### config.mk
export PLATFORM = sky130hd
export DESIGN_NAME = cce_executor
export DESIGN_NICKNAME = d
export VERILOG_FILES = /design/src/pkg/cce_pkg.sv /design/src/cce_scan_list.sv /design/src/cce_executor.sv
export SDC_FILE = /design/constraint.sdc
export NUM_CORES = 1
export LEC_CHECK = 0
export BUFFER_PORTS_ARGS = -buffer_cell sky130_fd_sc_hd__buf_2
export CAP_MARGIN = 20
export CORE_MARGIN = 8
export CORE_UTILIZATION = 50
export CTS_BUF_LIST = sky130_fd_sc_hd__clkbuf_4 sky130_fd_sc_hd__clkbuf_8 sky130_fd_sc_hd__clkbuf_16
export CTS_CLUSTER_DIAMETER = 100
export DETAILED_ROUTE_END_ITERATION = 10
export GPL_ROUTABILITY_DRIVEN = 0
export PLACE_DENSITY_LB_ADDON = 0.12
export SLEW_MARGIN = 20
export SYNTH_ARGS = -nofsm -noshare
export SYNTH_HDL_FRONTEND = slang
export SYNTH_SLANG_ARGS = --single-unit
export TNS_END_PERCENT = 100
### constraint.sdc
create_clock -name mclk -period 3.8 [get_ports mclk]
set_input_delay 0.38 -clock mclk [delete_from_list [all_inputs] [get_ports mclk]]
set_output_delay 0.38 -clock mclk [all_outputs]
set_load 0.01 [all_outputs]
### src/pkg/cce_pkg.sv
/*
 Package for the common command executor: command codes, response codes,
 event register layout, reset values and timing counts.
 Assumes a single 250 MHz clock domain.
*/
package cce_pkg;
	localparam int CLK_PERIOD_NS = 4;
	localparam int SELFTEST_TIME_NS = 400;
	localparam int SELFTEST_CYCLES = (SELFTEST_TIME_NS + CLK_PERIOD_NS - 1) / CLK_PERIOD_NS;
	localparam int OPC_BIT = 0;
	localparam int QYE_BIT = 2;
	localparam int EXE_BIT = 4;
	localparam int ESB_BIT = 5;
	localparam int PON_BIT = 7;
	localparam logic [7:0] SESR_RESET = 8'h80;
	localparam logic [7:0] ESE_RESET = 8'h00;
	localparam int NUM_CH = 16;
	localparam int LIST_DEPTH = 16;
	localparam logic [7:0] SETTINGS_RESET = 8'h00;

	typedef enum logic [3:0] {
		CCE_CMD_NONE = 4'h0,
		CCE_CMD_IDN = 4'h1,
		CCE_CMD_RST = 4'h2,
		CCE_CMD_TST = 4'h3,
		CCE_CMD_TRG = 4'h4,
		CCE_CMD_OPC = 4'h5,
		CCE_CMD_OPCQ = 4'h6,
		CCE_CMD_WAI = 4'h7,
		CCE_CMD_ABORT = 4'h8,
		CCE_CMD_SAVE = 4'h9,
		CCE_CMD_ESRQ = 4'hA,
		CCE_CMD_OTHER = 4'hF
	} cce_cmd_t;

	typedef enum logic [2:0] {
		CCE_RSP_NONE = 3'h0,
		CCE_RSP_IDN = 3'h1,
		CCE_RSP_PASS = 3'h2,
		CCE_RSP_FAIL = 3'h3,
		CCE_RSP_ONE = 3'h4,
		CCE_RSP_ESR = 3'h5
	} cce_rsp_t;

	typedef struct packed {
		logic valid;
		cce_cmd_t code;
	} cce_req_t;

	typedef struct packed {
		logic valid;
		cce_rsp_t code;
		logic [7:0] value;
	} cce_resp_t;
endpackage

### src/cce_scan_list.sv
/*
 Small scan list memory: stores the channel order of the scan list.
 Read data come from a register; one write port, one read port.
*/
`timescale 1ns/1ps
module cce_scan_list
	import cce_pkg::*;
#(
	parameter int DEPTH = LIST_DEPTH,
	parameter int WIDTH = 4
) (
	input wire logic mclk,
	input wire logic wrEn,
	input wire logic [$clog2(DEPTH)-1:0] wrAddr,
	input wire logic [WIDTH-1:0] wrData,
	input wire logic [$clog2(DEPTH)-1:0] rdAddr,
	output logic [WIDTH-1:0] rdData
);
	logic [WIDTH-1:0] mem [DEPTH];
	always_ff @(posedge mclk) begin
		if (wrEn) begin
			mem[wrAddr] <= wrData;
		end
		rdData <= mem[rdAddr];
	end
endmodule

### src/cce_executor.sv
/*
 Common command executor: runs identity, reset, self-test, trigger and the
 operation-complete commands one at a time. Commands come from a parser on
 the same clock; relay drive, status byte and backup memory sit outside.
*/
// Function
// - The identity query answers maker, model, serial number and version in that order.
// - The reset command returns all settings to their initial state.
// - The reset command leaves the communication settings untouched.
// - The reset command opens every closed channel relay.
// - Reset settings survive power-off only after the save settings command.
// - The self-test query runs the test and answers PASS or FAIL.
// - A self-test query during a scan is not run and flags an execution error.
// - A trigger with an enabled list and no scan running starts the scan; here a trigger taken during wait does not.
// - Each trigger during a scan steps to the next channel in list order.
// - Set-complete holds later commands until done, then sets event bit 0.
// - Query-complete holds later commands until done, then answers 1.
// - Wait holds later commands until done but still accepts abort and trigger; here wait takes every command and drops all but abort and in-scan trigger.
// - Wait changes no event status bit and otherwise acts as set-complete.
// - An enabled set event bit sets summary bit 5 of the status byte.
`timescale 1ns/1ps
module cce_executor
	import cce_pkg::*;
#(
	parameter int CH = NUM_CH,
	parameter int DEPTH = LIST_DEPTH
) (
	input wire logic mclk,
	input wire logic rst,
	input wire cce_req_t req,
	output logic reqReady,
	output cce_resp_t resp,
	input wire logic opBusy,
	input wire logic listEnable,
	input wire logic [$clog2(DEPTH)-1:0] listLength,
	input wire logic listWrEn,
	input wire logic [$clog2(DEPTH)-1:0] listWrAddr,
	input wire logic [$clog2(CH)-1:0] listWrData,
	input wire logic selfTestFault,
	input wire logic [7:0] eseMask,
	input wire logic [7:0] settingsIn,
	output logic [7:0] settingsOut,
	output logic [CH-1:0] relayClosed,
	output logic scanRunning,
	output logic [7:0] sesr,
	output logic esbSummary,
	output logic saveSettings
);
	localparam int CW = $clog2(CH);
	localparam int AW = $clog2(DEPTH);
	localparam int TW = $clog2(SELFTEST_CYCLES + 1);
	localparam logic [TW-1:0] TST_LAST = TW'(SELFTEST_CYCLES - 1);

	typedef enum logic [2:0] {
		ST_IDLE = 3'h0,
		ST_TEST = 3'h1,
		ST_WAIT = 3'h2
	} cce_state_t;

	cce_state_t state_ff, nxt_state;
	cce_cmd_t waitCmd_ff, nxt_waitCmd;
	logic [TW-1:0] tstCnt_ff, nxt_tstCnt;
	logic tstFail_ff, nxt_tstFail;
	logic reqReady_ff, nxt_reqReady;
	cce_resp_t resp_ff, nxt_resp;
	logic [7:0] settings_ff, nxt_settings;
	logic [CH-1:0] relay_ff, nxt_relay;
	logic scan_ff, nxt_scan;
	logic [AW-1:0] pos_ff, nxt_pos;
	logic [7:0] sesr_ff, nxt_sesr;
	logic esb_ff, nxt_esb;
	logic save_ff, nxt_save;
	logic [CW-1:0] listData;

	function automatic logic [CH-1:0] chOneHot(input logic [CW-1:0] ch);
		chOneHot = '0;
		chOneHot[ch] = 1'b1;
	endfunction

	cce_scan_list #(.DEPTH(DEPTH), .WIDTH(CW)) u_list (
		.mclk(mclk),
		.wrEn(listWrEn),
		.wrAddr(listWrAddr),
		.wrData(listWrData),
		.rdAddr(nxt_pos),
		.rdData(listData)
	);

	always_comb begin
		nxt_state = state_ff;
		nxt_waitCmd = waitCmd_ff;
		nxt_tstCnt = tstCnt_ff;
		nxt_tstFail = tstFail_ff;
		nxt_resp = '0;
		nxt_settings = settings_ff;
		nxt_relay = relay_ff;
		nxt_scan = scan_ff;
		nxt_pos = pos_ff;
		nxt_sesr = sesr_ff;
		nxt_save = 1'b0;
		// scan step lands one cycle after the list read data, which lag the read address by one cycle
		if (scan_ff) begin
			nxt_relay = chOneHot(listData);
		end
		case (state_ff)
			ST_IDLE: begin
				if (req.valid && reqReady_ff) begin
					case (req.code)
						CCE_CMD_IDN: begin
							nxt_resp = '{valid: 1'b1, code: CCE_RSP_IDN, value: 8'h00};
						end
						CCE_CMD_RST: begin
							nxt_settings = SETTINGS_RESET;
							nxt_relay = '0;
							nxt_scan = 1'b0;
							nxt_pos = '0;
						end
						CCE_CMD_SAVE: begin
							nxt_save = 1'b1;
						end
						CCE_CMD_TST: begin
							if (scan_ff) begin
								nxt_sesr[EXE_BIT] = 1'b1;
							end else begin
								nxt_state = ST_TEST;
								nxt_tstCnt = '0;
								nxt_tstFail = 1'b0;
							end
						end
						CCE_CMD_TRG: begin
							if (scan_ff) begin
								nxt_pos = (pos_ff >= listLength) ? '0 : AW'(pos_ff + 1'b1);
							end else if (listEnable) begin
								nxt_scan = 1'b1;
								nxt_pos = '0;
							end
						end
						CCE_CMD_OPC, CCE_CMD_OPCQ, CCE_CMD_WAI: begin
							nxt_state = ST_WAIT;
							nxt_waitCmd = req.code;
						end
						CCE_CMD_ESRQ: begin
							nxt_resp = '{valid: 1'b1, code: CCE_RSP_ESR, value: sesr_ff};
							nxt_sesr = '0;
						end
						default: begin
						end
					endcase
				end
			end
			ST_TEST: begin
				nxt_tstFail = tstFail_ff | selfTestFault;
				nxt_tstCnt = TW'(tstCnt_ff + 1'b1);
				if (tstCnt_ff == TST_LAST) begin
					nxt_state = ST_IDLE;
					nxt_resp.valid = 1'b1;
					nxt_resp.code = (tstFail_ff | selfTestFault) ? CCE_RSP_FAIL : CCE_RSP_PASS;
				end
			end
			ST_WAIT: begin
				if (waitCmd_ff == CCE_CMD_WAI && req.valid && reqReady_ff) begin
					if (req.code == CCE_CMD_ABORT) begin
						nxt_scan = 1'b0;
					end else if (req.code == CCE_CMD_TRG && scan_ff) begin
						nxt_pos = (pos_ff >= listLength) ? '0 : AW'(pos_ff + 1'b1);
					end
				end
				if (!opBusy) begin
					nxt_state = ST_IDLE;
					if (waitCmd_ff == CCE_CMD_OPC) begin
						nxt_sesr[OPC_BIT] = 1'b1;
					end else if (waitCmd_ff == CCE_CMD_OPCQ) begin
						nxt_resp = '{valid: 1'b1, code: CCE_RSP_ONE, value: 8'h01};
					end
					// wait leaves the event register alone
				end
			end
			default: begin
				nxt_state = ST_IDLE;
			end
		endcase
		// accept next request only in idle or in a wait for the wait command; that wait takes any request but acts on abort and on trigger during a scan only
		nxt_reqReady = (nxt_state == ST_IDLE) || (nxt_state == ST_WAIT && nxt_waitCmd == CCE_CMD_WAI);
		nxt_esb = |(nxt_sesr & eseMask);
	end

	always_ff @(posedge mclk) begin
		if (rst) begin
			state_ff <= ST_IDLE;
			waitCmd_ff <= CCE_CMD_NONE;
			tstCnt_ff <= '0;
			tstFail_ff <= 1'b0;
			reqReady_ff <= 1'b0;
			resp_ff <= '0;
			settings_ff <= SETTINGS_RESET;
			relay_ff <= '0;
			scan_ff <= 1'b0;
			pos_ff <= '0;
			sesr_ff <= SESR_RESET;
			esb_ff <= 1'b0;
			save_ff <= 1'b0;
		end else begin
			state_ff <= nxt_state;
			waitCmd_ff <= nxt_waitCmd;
			tstCnt_ff <= nxt_tstCnt;
			tstFail_ff <= nxt_tstFail;
			reqReady_ff <= nxt_reqReady;
			resp_ff <= nxt_resp;
			settings_ff <= nxt_settings;
			relay_ff <= nxt_relay;
			scan_ff <= nxt_scan;
			pos_ff <= nxt_pos;
			sesr_ff <= nxt_sesr;
			esb_ff <= nxt_esb;
			save_ff <= nxt_save;
		end
	end

	// settingsIn carries the saved image; communication settings live elsewhere
	logic unusedIn;
	assign unusedIn = ^settingsIn;
	assign reqReady = reqReady_ff;
	assign resp = resp_ff;
	assign settingsOut = settings_ff;
	assign relayClosed = relay_ff;
	assign scanRunning = scan_ff;
	assign sesr = sesr_ff;
	assign esbSummary = esb_ff;
	assign saveSettings = save_ff;
endmodule

==> impl_metrics.env <==
export IMPL_status="complete, no violations"
export IMPL_cts_clk_slew_worst_paths_ps=60
export IMPL_synthFlopType="edfxtp_1"
export IMPL_total_power_mw=3.23
export IMPL_grt_start_max_net_pins=22
export IMPL_htree_levels=4
export IMPL_cp_max_fo=21
export IMPL_ir_worst_vdd_mv=0.421
export IMPL_synth_cell_type_count=67
export IMPL_cp_start_kind="flip-flop"
export IMPL_fin_tns_setup_ps=0
export IMPL_cts_setup_buffers=0
export IMPL_fin_skew_ps=11.0
export IMPL_critical_path_class="reg -> reg"
export IMPL_netlist_area_um2=5460
export IMPL_post_route_min_period_ps=3400
export IMPL_power_frac_seq=0.456
export IMPL_fin_crit_sh=0.895
export IMPL_placed_cell_area_um2=5920
export IMPL_post_route_util=0.608
export IMPL_antenna_found_initial=0
export IMPL_min_from="eseMask[0]"
export IMPL_worstReg2RegStart="pos_ff[0]"
export IMPL_wl_per_cell_um=16.7
export IMPL_maxCapViolations=0
export IMPL_pwr_share_comb=0.041
export IMPL_drt_iter0_drc=235
export IMPL_rsz0062_at_grt="false"
export IMPL_holdCritPathClass="in -> reg"
export IMPL_grt_pass1_vias=3967
export IMPL_io_pins=87
export IMPL_avgViaCountPerCell=5.50
export IMPL_swShare=0.213
export IMPL_drive_gt1_frac=0.217
export IMPL_synth_edff_count=64
export IMPL_die_w_um=120
export IMPL_clk_path_buf_depth=2
export IMPL_insertedDiodeCount=0
export IMPL_slew_violations=0
export IMPL_grt_first_pass_wirelength_um=19600
export IMPL_holdBufCountCts=0
export IMPL_p_int_mw=2.54
export IMPL_rrSetupSlack_ps=400
export IMPL_switchingPower_uw=690
export IMPL_rows=38
export IMPL_cts_resized=0
export IMPL_wl_um=12100
export IMPL_ys_ff_latch=127
export IMPL_r2r_end="u_list.rdData[0]"
export IMPL_syn_avg_cell_area_um2=11.1
export IMPL_nets=617
export IMPL_cts_tree="built"
export IMPL_syn2layout_area_growth_pct=19.8
export IMPL_final_cell_area_um2=6540
export IMPL_syn_inst=493
export IMPL_core_um2=10700
export IMPL_clkPwrFrac=0.504
export IMPL_end_kind="flip-flop"
export IMPL_tightest_slew_ps=824
export IMPL_ant_nets=0
export IMPL_rr_worst_depth=11
export IMPL_start_util=0.508
export IMPL_cts_inserted_buffers=17
export IMPL_cts_root_buf="clkbuf_8"
export IMPL_synthArstFlopShare=0
export IMPL_required_ps=4190
export IMPL_portBuffers=70
export IMPL_setup_violations=0
export IMPL_clk_latency_ps=530
export IMPL_hold_viol=0
export IMPL_worstPathArrival_ps=3800
export IMPL_firstDrtPassIters=4
export IMPL_yosys_warnings=0
export IMPL_min_to="esbSummary"
export IMPL_p_leak_nw=2.42
export IMPL_powerDensity_nw_per_um2=495
export IMPL_die_height_um=120
export IMPL_place_hpwl_um=8610
export IMPL_slew_limit_headroom=0.444
export IMPL_dieArea_um2=14500
export IMPL_synth_seq_area_share=0.583
export IMPL_remaining_drc_errors=0
export IMPL_via_count=3989
export IMPL_whs_path_depth=3
export IMPL_grt_total_usage=0.172
export IMPL_fmaxAchievable_mhz=294
export IMPL_cts_sinks=127
export IMPL_grt_overflow_total=0
final cells by class:
cell class	count	area (um^2)
multi-input cells	339	2130
clock buffers	21	485
flip-flops and latches	127	3180
clock inverters	11	124
repair buffers	77	403
well taps	140	175
fillers	910	4210
inverters	10	37.5
sequential cells by signal, indices dropped and copies added (netlist names):
register	cells
u_list.mem	64
relayClosed	16
resp	12
sesr	8
tstCnt_ff	7
pos_ff	4
u_list.rdData	4
waitCmd_ff	4
state_ff	3
esbSummary	1
reqReady	1
saveSettings	1
scanRunning	1
tstFail_ff	1
worst max-delay path, cell delays in order, from the launching register on:
cell       delay, ps
dfxtp_1          330
inv_1             40
ha_1             250
nand2b_1         170
a2111oi_4        390
o21ai_0          200
o311a_1          430
nand2_4          340
buf_4            270
mux2i_1          210
o22ai_1          100
or4b_1           520
cells by family after synthesis:
logic type | synth area share
AO/OA/AOI/OAI | 0.119
XOR/XNOR | 0.00802
adder cells (fa/ha/maj) | 0.0138
buffers and inverters | 0.0348
flip-flops | 0.583
multiplexers | 0.0559
other | 0.000687
AND/OR/NAND/NOR | 0.185
synth_stat cells (4+ instances only):
master    number  area share
clkbuf_1      11      0.0076
nor3_1         8      0.0073
and2_1        17       0.019
mux2_2         4      0.0083
o21ai_0       12       0.011
a21oi_1       29       0.027
o22ai_1        9       0.010
nand3_1       26       0.024
mux2i_1       26       0.048
ha_1           6       0.014
inv_1          9      0.0062
dfxtp_1       63        0.23
nand4_1       10       0.011
nand3b_1       7      0.0096
a22oi_1        5      0.0069
or2_2          5      0.0057
nand2_1       38       0.026
nor2_1        53       0.036
nand2b_1       5      0.0057
nor2b_1        5      0.0057
buf_4          9       0.012
edfxtp_1      64        0.35
o211ai_1       9       0.012
worst max path at each step:
stage | startpoint | to | slack, ps | cells past startpoint
2_1_floorplan | pos_ff[0] | u_list.rdData[1] | 430 | 13
3_3_place_gp | listLength[0] | u_list.rdData[0] | 330 | 11
3_5_place_dp | listLength[0] | u_list.rdData[0] | 260 | 11
4_1_cts | pos_ff[0] | u_list.rdData[0] | 380 | 11
5_1_grt | pos_ff[2] | u_list.rdData[3] | 160 | 10
6_report | pos_ff[0] | u_list.rdData[0] | 400 | 11
cell usage in the layout (no fill, tap or decap), drive strengths merged, types with 3 or more instances in the layout:
cell,synthesis,final
nand4,10,10
buf,13,77
nor3,8,8
and2,17,17
nand3b,7,7
o211ai,9,9
mux2,4,4
xor2,3,3
edfxtp,64,64
inv,9,12
or3,3,3
nand2b,5,5
nand2,40,40
mux2i,26,26
nand3,26,26
o22a,3,3
ha,6,6
or2,6,6
clkinv,1,6
o21ai,14,14
conb,1,9
nor2b,5,5
and3,3,3
clkbuf,12,21
o22ai,9,9
nor2,53,53
or4b,3,3
a22oi,5,5
a31oi,3,3
a21oi,29,29
dfxtp,63,63
power by group through the flow:
| stage | clock network, mW | logic (mW) | registers [mW] |
|---|---|---|---|
| floorplan | 0 | 0.0799 | 1.50 |
| global placement | 0 | 0.128 | 1.50 |
| detailed placement | 0 | 0.130 | 1.50 |
| CTS | 1.66 | 0.131 | 1.47 |
| global route | 1.71 | 0.146 | 1.47 |
| finish | 1.63 | 0.132 | 1.47 |
per-layer routing:
layer | vias to the layer above | GRT usage | share of wire
li1 | 1967 | - | -
met1 | 1918 | 0.200 | 0.43
met2 | 87 | 0.288 | 0.50
met3 | 17 | 0.0494 | 0.049
met4 | 0 | 0.0796 | 0.018
met5 | - | 0 | 0
metrics by stage:
stage / setup WS, ps / std cells / hold slack (ps)
floorplan: 427 / 501 / 437
global placement: 333 / 693 / 452
detailed placement: 255 / 693 / 460
CTS: 384 / 725 / 26.1
global route: 155 / 725 / 77.3
finish: 398 / 725 / 52.4
(Power assumes the default switching activity.)
